$ cat src/logic/nand_host_map.svh
// Constants for the NAND host sequencer: command codes, address layout, timing.
// Assumes a 100 MHz core clock; included by bare name from the design files.
`ifndef NAND_HOST_MAP_SVH
`define NAND_HOST_MAP_SVH

// ************************************************
// Command codes
// ************************************************
`define NH_CMD_READ 8'h00
`define NH_CMD_READ_CONF 8'h30
`define NH_CMD_COPY_READ_CONF 8'h35
`define NH_CMD_PROG 8'h80
`define NH_CMD_PROG_CONF 8'h10
`define NH_CMD_COPY_PROG 8'h85
`define NH_CMD_RAND_IN `NH_CMD_COPY_PROG
`define NH_CMD_ERASE 8'h60
`define NH_CMD_ERASE_CONF 8'hd0
`define NH_CMD_RESET 8'hff
`define NH_CMD_STATUS 8'h70
`define NH_CMD_STATUS_ENH 8'h78
`define NH_CMD_READ_ID 8'h90
`define NH_CMD_PARAM 8'hec
`define NH_CMD_UID 8'hed
`define NH_CMD_RAND_OUT 8'h05
`define NH_CMD_RAND_OUT_CONF 8'he0

// ************************************************
// Status byte and geometry
// ************************************************
`define NH_STAT_FAIL_BIT 0
`define NH_STAT_READY_BIT 6
`define NH_PAGE_BYTES 13'h1100
`define NH_PAGES_PER_BLOCK 64
`define NH_BLOCKS_PER_DIE 2048
`define NH_DIE_SEL_BIT 30
`define NH_FULL_ADDR_CYCLES 3'h5
`define NH_COL_CYCLES 3'h2
`define NH_ROW_CYCLES 3'h3
`define NH_IDX_COL 3'h0
`define NH_IDX_ROW 3'h2
`define NH_IDX_ZERO 3'h5

// ************************************************
// Timing
// ************************************************
`define NH_CLK_PERIOD_NS 10
`define NH_STROBE_NS 30
`define NH_WB_NS 100
`define NH_FAST_READ_LIMIT_NS 30
`define NH_PH_CYC ((`NH_STROBE_NS + `NH_CLK_PERIOD_NS - 1) / `NH_CLK_PERIOD_NS)
`define NH_WB_CYC ((`NH_WB_NS + `NH_CLK_PERIOD_NS - 1) / `NH_CLK_PERIOD_NS)

`endif

$ cat src/logic/nand_host_pkg.sv
// Types shared by the NAND host sequencer and its address formatter.
// Assumes nothing beyond the map header for numeric constants.
package nand_host_pkg;

  typedef enum logic [7:0]
  {
    S_IDLE = 8'h01,
    S_CMD1 = 8'h02,
    S_ADDR = 8'h04,
    S_DATW = 8'h08,
    S_CMD2 = 8'h10,
    S_WAIT = 8'h20,
    S_DATR = 8'h40,
    S_DONE = 8'h80
  } state_t;

  typedef enum logic [3:0]
  {
    PH_LOAD = 4'h1,
    PH_SETUP = 4'h2,
    PH_LOW = 4'h4,
    PH_HOLD = 4'h8
  } phase_t;

  typedef enum logic [3:0]
  {
    OP_PAGE_READ = 4'h0,
    OP_COPY_READ = 4'h1,
    OP_PROGRAM = 4'h2,
    OP_COPY_PROG = 4'h3,
    OP_ERASE = 4'h4,
    OP_RESET = 4'h5,
    OP_STATUS = 4'h6,
    OP_STATUS_ENH = 4'h7,
    OP_READ_ID = 4'h8,
    OP_PARAM = 4'h9,
    OP_UID = 4'ha,
    OP_RAND_OUT = 4'hb,
    OP_RAND_IN = 4'hc
  } op_t;

  typedef struct packed
  {
    logic [30:0] addr;
    logic [7:0] byte_q;
  } fmt_t;

  typedef struct packed
  {
    state_t st;
    phase_t ph;
    logic [7:0] tmr;
    logic [12:0] n;
    logic [2:0] aidx;
    logic [2:0] aleft;
    logic [7:0] c1;
    logic [7:0] c2;
    logic c2v;
    logic wdat;
    logic wt;
    logic rd;
    logic stat_pend;
    logic chk;
    logic ce_n;
    logic cle;
    logic ale;
    logic we_n;
    logic re_n;
    logic wp_n;
    logic [7:0] io_out;
    logic io_oe;
    logic cmd_ready;
    logic wr_ready;
    logic rd_valid;
    logic [7:0] rd_data;
    logic done;
    logic fail;
    logic err;
  } ctl_t;

endpackage

$ cat src/logic/addr_cycle_fmt.sv
// Holds the latched flash address and serves one address-cycle byte per index.
// Assumes the index is stable one cycle before the byte is used.
`include "nand_host_map.svh"

module addr_cycle_fmt
(
  input wire logic core_clk,
  input wire logic rst,
  input wire logic clk_en,
  input wire logic load,
  input wire logic [30:0] addr,
  input wire logic [2:0] idx,
  output logic [7:0] addr_byte
);
  import nand_host_pkg::*;

  fmt_t fmt_ff;
  fmt_t nxt_fmt;

  function automatic logic [7:0] byte_of(input logic [30:0] a, input logic [2:0] i);
    case (i)
      3'h0: byte_of = a[7:0];
      3'h1: byte_of = {3'h0, a[12:8]};
      3'h2: byte_of = a[20:13];
      3'h3: byte_of = a[28:21];
      3'h4: byte_of = {6'h00, a[30:29]};
      default: byte_of = 8'h00;
    endcase
  endfunction

  always_comb
  begin
    nxt_fmt = fmt_ff;
    if (load)
    begin
      nxt_fmt.addr = addr;
    end
    nxt_fmt.byte_q = byte_of(fmt_ff.addr, idx);
  end

  always_ff @(posedge core_clk)
  begin
    if (rst)
    begin
      fmt_ff <= '0;
    end
    else if (clk_en)
    begin
      fmt_ff <= nxt_fmt;
    end
  end

  assign addr_byte = fmt_ff.byte_q;

endmodule

$ cat src/logic/nand_host.sv
// NAND flash host sequencer: turns one operation request into pin cycles.
// Assumes the flash pins are sampled synchronously and io wires are resolved outside.
`include "nand_host_map.svh"

module nand_host
(
  input wire logic core_clk,
  input wire logic rst,
  input wire logic clk_en,
  input wire logic cmd_valid,
  input wire nand_host_pkg::op_t cmd_op,
  input wire logic [30:0] cmd_addr,
  input wire logic [12:0] cmd_len,
  input wire logic allow_modify,
  output logic cmd_ready,
  output logic cmd_done,
  output logic cmd_fail,
  output logic cmd_error,
  input wire logic [7:0] wr_data,
  input wire logic wr_valid,
  output logic wr_ready,
  output logic [7:0] rd_data,
  output logic rd_valid,
  output logic ce_n,
  output logic cle,
  output logic ale,
  output logic we_n,
  output logic re_n,
  output logic wp_n,
  output logic [7:0] io_out,
  output logic io_oe,
  input wire logic [7:0] io_in,
  input wire logic rb_n
);
  import nand_host_pkg::*;

  localparam logic [7:0] PH_LAST = 8'(`NH_PH_CYC - 1);
  localparam logic [7:0] WB_LAST = 8'(`NH_WB_CYC - 1);

  ctl_t ctl_ff;
  ctl_t nxt_ctl;
  logic addr_load;
  logic [7:0] addr_byte;

  // Next bus step once the current one has finished; fixed command order
  function automatic state_t pick(input logic w, input logic c2v, input logic wt, input logic rd);
    if (w) pick = S_DATW;
    else if (c2v) pick = S_CMD2;
    else if (wt) pick = S_WAIT;
    else if (rd) pick = S_DATR;
    else pick = S_DONE;
  endfunction

  addr_cycle_fmt u_addr_cycle_fmt
  (
    .core_clk(core_clk),
    .rst(rst),
    .clk_en(clk_en),
    .load(addr_load),
    .addr(cmd_addr),
    .idx(ctl_ff.aidx),
    .addr_byte(addr_byte)
  );

  // ************************************************
  // Sequencer
  // ************************************************
  always_comb
  begin
    logic bad;
    logic [2:0] na;
    logic [2:0] ai;
    bad = 1'b0;
    na = 3'h0;
    ai = `NH_IDX_COL;
    nxt_ctl = ctl_ff;
    addr_load = 1'b0;
    nxt_ctl.wr_ready = 1'b0;
    nxt_ctl.rd_valid = 1'b0;
    nxt_ctl.done = 1'b0;
    nxt_ctl.err = 1'b0;
    case (ctl_ff.st)
      S_IDLE:
      begin
        nxt_ctl.cmd_ready = 1'b1;
        nxt_ctl.ce_n = 1'b1;
        nxt_ctl.wp_n = allow_modify;
        if (cmd_valid && ctl_ff.cmd_ready)
        begin
          nxt_ctl.c2v = 1'b0;
          nxt_ctl.wdat = 1'b0;
          nxt_ctl.wt = 1'b0;
          nxt_ctl.rd = cmd_len != 13'h0000;
          nxt_ctl.stat_pend = 1'b0;
          nxt_ctl.n = cmd_len;
          // Only defined codes can leave this decode
          case (cmd_op)
            OP_PAGE_READ, OP_COPY_READ:
            begin
              nxt_ctl.c1 = `NH_CMD_READ;
              na = `NH_FULL_ADDR_CYCLES;
              nxt_ctl.c2 = (cmd_op == OP_PAGE_READ) ? `NH_CMD_READ_CONF : `NH_CMD_COPY_READ_CONF;
              nxt_ctl.c2v = 1'b1;
              nxt_ctl.wt = 1'b1;
              nxt_ctl.rd = (cmd_op == OP_PAGE_READ) && (cmd_len != 13'h0000);
            end
            OP_PROGRAM, OP_COPY_PROG:
            begin
              nxt_ctl.c1 = (cmd_op == OP_PROGRAM) ? `NH_CMD_PROG : `NH_CMD_COPY_PROG;
              na = `NH_FULL_ADDR_CYCLES;
              nxt_ctl.wdat = cmd_len != 13'h0000;
              nxt_ctl.rd = 1'b0;
              nxt_ctl.c2 = `NH_CMD_PROG_CONF;
              nxt_ctl.c2v = 1'b1;
              nxt_ctl.wt = 1'b1;
              nxt_ctl.stat_pend = 1'b1;
              // Plain program with no data would be a silent no-op
              bad = !allow_modify || (cmd_op == OP_PROGRAM && cmd_len == 13'h0000);
            end
            OP_ERASE:
            begin
              nxt_ctl.c1 = `NH_CMD_ERASE;
              na = `NH_ROW_CYCLES;
              ai = `NH_IDX_ROW;
              nxt_ctl.rd = 1'b0;
              nxt_ctl.c2 = `NH_CMD_ERASE_CONF;
              nxt_ctl.c2v = 1'b1;
              nxt_ctl.wt = 1'b1;
              nxt_ctl.stat_pend = 1'b1;
              bad = !allow_modify;
            end
            OP_RESET:
            begin
              nxt_ctl.c1 = `NH_CMD_RESET;
              nxt_ctl.rd = 1'b0;
              nxt_ctl.wt = 1'b1;
            end
            OP_STATUS, OP_STATUS_ENH:
            begin
              nxt_ctl.c1 = (cmd_op == OP_STATUS) ? `NH_CMD_STATUS : `NH_CMD_STATUS_ENH;
              na = (cmd_op == OP_STATUS) ? 3'h0 : `NH_ROW_CYCLES;
              ai = `NH_IDX_ROW;
              nxt_ctl.rd = 1'b1;
              nxt_ctl.n = 13'h0001;
            end
            OP_READ_ID, OP_PARAM, OP_UID:
            begin
              nxt_ctl.c1 = (cmd_op == OP_READ_ID) ? `NH_CMD_READ_ID :
                (cmd_op == OP_PARAM) ? `NH_CMD_PARAM : `NH_CMD_UID;
              na = 3'h1;
              ai = `NH_IDX_ZERO;
              nxt_ctl.wt = cmd_op != OP_READ_ID;
            end
            OP_RAND_OUT:
            begin
              nxt_ctl.c1 = `NH_CMD_RAND_OUT;
              na = `NH_COL_CYCLES;
              nxt_ctl.c2 = `NH_CMD_RAND_OUT_CONF;
              nxt_ctl.c2v = 1'b1;
            end
            OP_RAND_IN:
            begin
              nxt_ctl.c1 = `NH_CMD_RAND_IN;
              na = `NH_COL_CYCLES;
              nxt_ctl.wdat = cmd_len != 13'h0000;
              nxt_ctl.rd = 1'b0;
              bad = !allow_modify;
            end
            default: bad = 1'b1;
          endcase
          // A transfer is never longer than one page; the start column is not checked
          if (cmd_len > `NH_PAGE_BYTES)
          begin
            bad = 1'b1;
          end
          if (bad)
          begin
            nxt_ctl.err = 1'b1;
          end
          else
          begin
            addr_load = 1'b1;
            nxt_ctl.cmd_ready = 1'b0;
            nxt_ctl.ce_n = 1'b0;
            nxt_ctl.fail = 1'b0;
            nxt_ctl.chk = 1'b0;
            nxt_ctl.aleft = na;
            nxt_ctl.aidx = ai;
            nxt_ctl.st = S_CMD1;
            nxt_ctl.ph = PH_LOAD;
          end
        end
      end
      S_CMD1, S_ADDR, S_DATW, S_CMD2, S_DATR:
      begin
        case (ctl_ff.ph)
          PH_LOAD:
          begin
            nxt_ctl.cle = ctl_ff.st == S_CMD1 || ctl_ff.st == S_CMD2;
            nxt_ctl.ale = ctl_ff.st == S_ADDR;
            nxt_ctl.io_oe = ctl_ff.st != S_DATR;
            nxt_ctl.io_out = (ctl_ff.st == S_CMD1) ? ctl_ff.c1 :
              (ctl_ff.st == S_CMD2) ? ctl_ff.c2 :
              (ctl_ff.st == S_ADDR) ? addr_byte : ctl_ff.io_out;
            // Data phase stalls here until the source offers a byte
            if (ctl_ff.st != S_DATW || wr_valid)
            begin
              nxt_ctl.ph = PH_SETUP;
              nxt_ctl.tmr = PH_LAST;
              if (ctl_ff.st == S_DATW)
              begin
                nxt_ctl.io_out = wr_data;
                nxt_ctl.wr_ready = 1'b1;
              end
            end
          end
          PH_SETUP:
          begin
            if (ctl_ff.tmr != 8'h00)
            begin
              nxt_ctl.tmr = ctl_ff.tmr - 8'h01;
            end
            else
            begin
              nxt_ctl.ph = PH_LOW;
              nxt_ctl.tmr = PH_LAST;
              if (ctl_ff.st == S_DATR)
              begin
                nxt_ctl.re_n = 1'b0;
              end
              else
              begin
                nxt_ctl.we_n = 1'b0;
              end
            end
          end
          PH_LOW:
          begin
            if (ctl_ff.tmr != 8'h00)
            begin
              nxt_ctl.tmr = ctl_ff.tmr - 8'h01;
            end
            else
            begin
              nxt_ctl.ph = PH_HOLD;
              nxt_ctl.tmr = PH_LAST;
              nxt_ctl.we_n = 1'b1;
              nxt_ctl.re_n = 1'b1;
              // Bumped early so the formatter byte settles before the next load
              if (ctl_ff.st == S_ADDR)
              begin
                nxt_ctl.aidx = ctl_ff.aidx + 3'h1;
              end
              // Cycle is well above the fast-read limit, so sample before rise
              if (ctl_ff.st == S_DATR)
              begin
                nxt_ctl.rd_data = io_in;
                nxt_ctl.rd_valid = 1'b1;
                if (ctl_ff.chk)
                begin
                  nxt_ctl.fail = io_in[`NH_STAT_FAIL_BIT];
                end
              end
            end
          end
          PH_HOLD:
          begin
            if (ctl_ff.tmr != 8'h00)
            begin
              nxt_ctl.tmr = ctl_ff.tmr - 8'h01;
            end
            else
            begin
              nxt_ctl.ph = PH_LOAD;
              case (ctl_ff.st)
                S_CMD1:
                  nxt_ctl.st = (ctl_ff.aleft != 3'h0) ? S_ADDR : pick(ctl_ff.wdat, ctl_ff.c2v, ctl_ff.wt, ctl_ff.rd);
                S_ADDR:
                begin
                  nxt_ctl.aleft = ctl_ff.aleft - 3'h1;
                  if (ctl_ff.aleft == 3'h1)
                  begin
                    nxt_ctl.st = pick(ctl_ff.wdat, ctl_ff.c2v, ctl_ff.wt, ctl_ff.rd);
                  end
                end
                S_DATW:
                begin
                  nxt_ctl.n = ctl_ff.n - 13'h0001;
                  if (ctl_ff.n == 13'h0001)
                  begin
                    nxt_ctl.st = pick(1'b0, ctl_ff.c2v, ctl_ff.wt, ctl_ff.rd);
                  end
                end
                S_CMD2:
                  nxt_ctl.st = pick(1'b0, 1'b0, ctl_ff.wt, ctl_ff.rd);
                S_DATR:
                begin
                  nxt_ctl.n = ctl_ff.n - 13'h0001;
                  if (ctl_ff.n == 13'h0001)
                  begin
                    nxt_ctl.st = S_DONE;
                  end
                end
                default: nxt_ctl.st = S_DONE;
              endcase
              nxt_ctl.cle = 1'b0;
              nxt_ctl.ale = 1'b0;
              nxt_ctl.tmr = WB_LAST;
            end
          end
          default: nxt_ctl.ph = PH_LOAD;
        endcase
      end
      S_WAIT:
      begin
        nxt_ctl.io_oe = 1'b0;
        // Busy shows up only after a short delay, so ready is ignored until then
        if (ctl_ff.tmr != 8'h00)
        begin
          nxt_ctl.tmr = ctl_ff.tmr - 8'h01;
        end
        else if (rb_n)
        begin
          nxt_ctl.ph = PH_LOAD;
          if (ctl_ff.stat_pend)
          begin
            nxt_ctl.c1 = `NH_CMD_STATUS;
            nxt_ctl.aleft = 3'h0;
            nxt_ctl.c2v = 1'b0;
            nxt_ctl.wdat = 1'b0;
            nxt_ctl.wt = 1'b0;
            nxt_ctl.rd = 1'b1;
            nxt_ctl.n = 13'h0001;
            nxt_ctl.chk = 1'b1;
            nxt_ctl.stat_pend = 1'b0;
            nxt_ctl.st = S_CMD1;
          end
          else
          begin
            nxt_ctl.st = pick(1'b0, 1'b0, 1'b0, ctl_ff.rd);
          end
        end
      end
      S_DONE:
      begin
        nxt_ctl.done = 1'b1;
        nxt_ctl.ce_n = 1'b1;
        nxt_ctl.io_oe = 1'b0;
        nxt_ctl.chk = 1'b0;
        nxt_ctl.cmd_ready = 1'b1;
        nxt_ctl.st = S_IDLE;
      end
      default: nxt_ctl.st = S_IDLE;
    endcase
  end

  always_ff @(posedge core_clk)
  begin
    if (rst)
    begin
      ctl_ff <= '0;
      ctl_ff.st <= S_IDLE;
      ctl_ff.ph <= PH_LOAD;
      ctl_ff.ce_n <= 1'b1;
      ctl_ff.we_n <= 1'b1;
      ctl_ff.re_n <= 1'b1;
    end
    else if (clk_en)
    begin
      ctl_ff <= nxt_ctl;
    end
  end

  assign cmd_ready = ctl_ff.cmd_ready;
  assign cmd_done = ctl_ff.done;
  assign cmd_fail = ctl_ff.fail;
  assign cmd_error = ctl_ff.err;
  assign wr_ready = ctl_ff.wr_ready;
  assign rd_data = ctl_ff.rd_data;
  assign rd_valid = ctl_ff.rd_valid;
  assign ce_n = ctl_ff.ce_n;
  assign cle = ctl_ff.cle;
  assign ale = ctl_ff.ale;
  assign we_n = ctl_ff.we_n;
  assign re_n = ctl_ff.re_n;
  assign wp_n = ctl_ff.wp_n;
  assign io_out = ctl_ff.io_out;
  assign io_oe = ctl_ff.io_oe;
endmodule

$ cat config.mk
export PLATFORM = sky130hd
export DESIGN_NAME = nand_host
export DESIGN_NICKNAME = d
export VERILOG_FILES = /design/src/logic/nand_host_pkg.sv /design/src/logic/addr_cycle_fmt.sv /design/src/logic/nand_host.sv
export VERILOG_INCLUDE_DIRS = /design/src /design/src/logic
export SDC_FILE = /design/constraint.sdc
export NUM_CORES = 1
export LEC_CHECK = 0
export ABC_CLOCK_PERIOD_IN_PS = 3300
export BUFFER_PORTS_ARGS = -buffer_cell sky130_fd_sc_hd__buf_2
export CAP_MARGIN = 20
export CORE_AREA = 2 2 125 127
export CTS_BUF_LIST = sky130_fd_sc_hd__clkbuf_4
export CTS_CLUSTER_SIZE = 10
export DETAILED_ROUTE_END_ITERATION = 16
export DIE_AREA = 0 0 127 129
export GPL_TIMING_DRIVEN = 0
export PLACE_DENSITY_LB_ADDON = 0.2
export SLEW_MARGIN = 0
export SYNTH_ARGS = -nofsm -noshare
export SYNTH_HDL_FRONTEND = slang
export SYNTH_HIERARCHICAL = 1
export SYNTH_SLANG_ARGS = --single-unit
$ cat constraint.sdc
create_clock -name core_clk -period 3.3 [get_ports core_clk]
set_input_delay 0.165 -clock core_clk [delete_from_list [all_inputs] [get_ports core_clk]]
set_output_delay 0.165 -clock core_clk [all_outputs]
set_load 0.005 [all_outputs]
* Word-level counts from Yosys, hierarchy flattened
Index checks and enable logic that the tools add are counted.
** Storage, ports and cells
- Flip-flop bits (word level) :: 129
- Input port bits :: 71
** Cells by class
- Add/sub/neg operators :: 4
- $lt $le $gt $ge :: 1
- Equality and inequality tests :: 61
- Muxes and demuxes :: 111
- Bitwise operators :: 1
- Reduce and logical (&&, ||, !) cells :: 61
** Operator list (number)
- 8-bit 2-to-1 mux :: 18
- 13-bit 2-to-1 mux :: 7
- 8-bit case mux with 5 select lines :: 2
- 12-bit 2-to-1 mux :: 6
- 8-bit case mux with 8 select lines :: 1
- 8-bit case mux with 3 select lines :: 2
- 42-bit 2-to-1 mux :: 1
- 13-bit case mux with 3 select lines :: 1
- 9-bit case mux with 4 select lines :: 1
- 11-bit 2-to-1 mux :: 3
- 2-bit inequality test (second input constant) :: 16
- 8-bit case mux with 2 select lines :: 2
- 10-bit AND reduction :: 3
- 9-bit 2-to-1 mux :: 3
- 4-bit equality test (second input constant) :: 6
- 1-bit 2-to-1 mux :: 24
- 3-bit 2-to-1 mux :: 8
- 6-bit 2-to-1 mux :: 4
- 3-bit inequality test (second input constant) :: 7
- 7-bit AND reduction :: 3
- 4-bit by 3-bit equality test with 1-bit output (second input constant) :: 5
- 6-bit AND reduction :: 3
- 4-bit case mux with 4 select lines :: 1
- 2-bit OR reduction :: 8
- 60 further kinds :: 104

* Longest topological paths before layout
- Depth in word-level cells :: 11
- Depth in mapped cells :: 11
- Depth with buffers taken out :: 8

* Modules after synthesis
Netlist, hierarchy kept.
** Modules (own cells, without submodules)
- nand_host :: instances 1, cells each 716, area an instance 5600.4 µm², sequential area each 1701.6 µm²
- addr_cycle_fmt :: instances 1, cells each 205, area an instance 1731.7 µm², sequential area each 780.7 µm²

* Worst setup path before layout
No wires, ideal clock.
- Path kind :: reg-to-reg
- Start point :: register ctl_ff[70] in the netlist's numbering
- End point :: register ctl_ff[77] in the netlist's numbering
- Library setup time :: 135 ps
- Arrival :: 2398 ps
- Required time :: 3165 ps
- Path slack :: 768 ps
- Stages on the path, launching flop included :: 11
- Path buffers :: 2
- Path through :: dfxtp_1 inv_1 ha_1 or3b_2 clkbuf_1 or3_1 clkbuf_1 a21oi_1 nor2_1 o311ai_0 o21ai_0
** Between the ends
- Word-level cells in the longest chain between the ends :: 4
** RTL lines
- start, declared :: RTL line nand_host.sv:40 : ctl_t ctl_ff;
- start signal, assigned :: RTL line nand_host.sv:370 : ctl_ff <= nxt_ctl;
- 8-bit by 1-bit subtractor with 8-bit output / 8-bit nonzero test (equally long branches)
- 8-bit 2-to-1 mux (on tied branches) :: RTL line nand_host.sv:268, nand_host.sv:219, nand_host.sv:239
- 8-bit case mux with 3 select lines :: RTL line nand_host.sv:196 : case (ctl_ff.ph)
- 8-bit case mux with 2 select lines :: RTL line nand_host.sv:82 : case (ctl_ff.st)
Several ways; a longest one is shown, not always the timed one. The select of a mux whose other input is x is not followed.
A chain may end at the register's enable or synchronous reset.

* Worst setup path after layout
- Start point :: input port cmd_len[3]
- End point :: register u_addr_cycle_fmt/fmt_ff[17] in the netlist's numbering
** Between the ends
- Word-level cells in the longest chain between the ends :: 11
** RTL lines
- start, declared :: RTL line nand_host.sv:13 : input wire logic [12:0] cmd_len,
- parallel branches: the longest is 4 deep, another holds 13-bit > comparator
- 1-bit 2-to-1 mux (*) :: RTL line nand_host.sv:172 : if (cmd_len > `NH_PAGE_BYTES)
- 1-bit 2-to-1 mux (*) :: RTL line nand_host.sv:88 : if (cmd_valid && ctl_ff.cmd_ready)
- 1-bit 2-to-1 mux (*) :: RTL line nand_host.sv:82
- 1-bit 2-to-1 mux (*) :: RTL line nand_host.sv:176 : if (bad)
- 1-bit 2-to-1 mux (*) :: RTL line nand_host.sv:88
- 1-bit 2-to-1 mux (*) :: RTL line nand_host.sv:82
- named net addr_load :: RTL line nand_host.sv:42 : logic addr_load;
- 2-bit AND reduction (no source line) (*)
- end signal, assigned :: RTL line addr_cycle_fmt.sv:49 : fmt_ff <= nxt_fmt;
- end, declared :: RTL line addr_cycle_fmt.sv:17 : fmt_t fmt_ff;
Mark *: on every way through the listed nets, which the timed path passes. The select of a mux whose other input is x is not followed.

==> impl_results.md <==
* Core Util, Final at 59.3%
* Internal power at 2.37 mW
* # DRC at 0
* Worst hold slack at 54.3 ps
* Avg WL per Cell at 18.3 µm
* CP required at 3740 ps
* Endpoints failing setup at 0
* HP Class: primary input to flip-flop
* Clk Latency, worst-skew pair at 570 ps
* Pwr/cell area at 403 nW/µm²
* Register share of total power at 43.9%
* IO buf count at 99
* Yosys Warn Count at 6
* CTS sink cnt at 124
* Reg2reg start: ctl_ff[70]$_SDFFE_PP0P_
* CTS root buffer: clkbuf_4
* RSZ-0062 raised after global routing: false
* Slew margin rel. at 36.4%
* Clk pin slew, worst setup/hold paths at 110 ps
* Fin crit share at 95.6%
* Leakage at 3.37 nW
* Vias per cell at 5.92
* Worst Setup End Kind: flip-flop
* First-pass GRT wire length at 37700 µm
* Setup slack after layout at 145 ps
* CTS Buf Count at 17
* Most numerous cell in the Yosys netlist: dfxtp_1
* Final setup TNS at 0 ps
* Max-Cap Viols at 0
* H-tree lvl count at 4
* Dpl ws at 188 ps
* Share of cells above drive strength 1 at 19.8%
* DP HPWL at 16800 µm
* Die Y at 129 µm
* CP Data Arrival Time at 3590 ps
* Routed via count at 7644
* CP Launch Type: primary input
* Gpl congestion at 0.967
* Initial drt markers at 781
* Primary FF master, synth: dfxtp_1
* Vias in the first global route at 7244
* Net load switching power at 1.20 mW
* Final #Nets at 1168
* Area of the mapped netlist at 7330 µm²
* Synth top area share at 33.9%
* Design Power at 3.58 mW
* Status: finished, final reports clean
* Ys async rst share at 0%
* Final WL at 23600 µm
* Yosys cell types at 82
* Comb pwr share at 23.8%
* Area leader, netlist: dfxtp_1
* Setup crit start: cmd_len[3]
* Core area at 15000 µm²
* Cells after Synth at 921
* Syn_area_per_cell at 7.96 µm²
* Hold Crit Start: cmd_len[12]
* Worst-margin pin slew at 941 ps
* TritonCTS clock tree: built
* Min Tclk post-route at 3160 ps
* Most instantiated cells after synthesis: dfxtp_1, nand2_1, a21oi_1
* Kind of critical path: primary input to flip-flop
* Clock Path Buffers at 2
* Total Routing Usage GR at 29.2%
* Post-route ant nets at 0
* Clock Power Share at 32.3%
* Sequential fraction of the synthesis area at 33.9%
* Die width at 127 µm
* Drt pass-1 iters at 5
* Post-synth EDFFs at 0
* CP Max Fanout at 10
* Count of state elements after synthesis at 124
* Largest cells by area after synthesis: dfxtp_1, a21oi_1, nand2_1
* Final hold vios at 0
* Slew Viols, Final at 0
* Initial antenna violation count at 1
* Largest net degree at the start of global routing at 17
* Fmax at 317 MHz
* Row count at 45
* Final Skew at 11.8 ps
* Die Area at 16400 µm²
* Max VDD drop at 0.375 mV
* Post-synth net total at 999
* Sw Ratio at 33.6%
* Grt ovf at 0
* # IOs at 100
* Initial core utilization at 49.0%
* Area growth syn-to-layout at 21.1%
[layout make-up]
cell class | count | area (µm²)
Antenna cell | 1 | 2.50
Buffer | 87 | 484
Clock buffer | 18 | 135
Clock inverter | 14 | 169
Fill cell | 1374 | 6100
Inverter | 20 | 75.1
Multi-Input combinational cell | 690 | 4290
Sequential cell | 124 | 2480
Tap cell | 188 | 235
Timing Repair Buffer | 150 | 1010
[layer usage]
layer  vias to the layer above  GRT usage (%)  part of all wire [%]
li1                       3729              -                     -
met1                      3501           36.8                    43
met2                       345           46.8                    45
met3                        69           7.03                   7.9
met4                         0           14.9                   4.2
met5                         -              0                     0
[flip-flops by register name, indices dropped and copies added (netlist names), 8 cells and up]
| signal | cells |
|---|---|
| ctl_ff | 56 |
| io_out | 8 |
| rd_data | 8 |
| u_addr_cycle_fmt/addr_byte | 8 |
| u_addr_cycle_fmt/fmt_ff | 31 |
[repair_timing]
action	4_1_cts	5_1_grt
gates resized for setup	0	0
hold buffers	51	0
buffers inserted	0	0
hold endpoints to repair	52	0
[cells in the final DEF, fill, tap and decap left out, drive strengths merged, types with 21 or more instances in the layout]
cell type and n:
a21oi 97, buf 153, clkbuf 51, dfxtp 124
dlygate4sd3 51, inv 21, mux2i 29, nand2 119
nand3 23, nor2 95, nor3 23, o21ai 31
[worst max-delay path, stage by stage]
cell	delay, ps
dlygate4sd3_1	530
buf_2	130
or4_4	530
nor4b_1	840
a21oi_1	410
nand2_1	220
nor3_1	90
and2_1	170
buf_2	150
buf_2	180
nand2_1	90
a21oi_1	70
[power groups by stage]
stage / combinational, mW / clock [mW] / sequential (mW)
after floorplan: 0.535 / 0 / 1.59
after global placement: 0.777 / 0 / 1.60
after detailed placement: 0.776 / 0 / 1.60
after CTS: 0.826 / 1.18 / 1.57
after global routing: 0.919 / 1.23 / 1.57
final: 0.851 / 1.16 / 1.57
[path summary, 6_finish.rpt]
check | end | slack [ps] | cells after the start
setup / recovery | u_addr_cycle_fmt/fmt_ff[17]$_SDFFE_PP0P_ | 140 | 12
hold / removal | ctl_ff[69]$_SDFFE_PP0P_ | 50 | 4
setup reg to reg | ctl_ff[57]$_SDFFE_PP0P_ | 220 | 10
hold reg to reg | u_addr_cycle_fmt/fmt_ff[21]$_SDFFE_PP0P_ | 460 | 2
[kinds of logic after synthesis]
family                   share of synthesized area [%]
AND/OR/NAND/NOR                                   26.9
adder cells (fa/ha/maj)                           1.19
flip-flops                                        33.9
buffers and inverters                             7.63
XOR/XNOR                                         0.358
AO/OA/AOI/OAI                                     25.6
multiplexers                                      4.47
[metrics by stage]
step	std cells	instance area, µm²
after floorplan	921	7330
after global placement	1208	8060
after detailed placement	1208	8060
after CTS	1291	8880
after global routing	1292	8880
final	1292	8880
(Power assumes the default switching activity.)
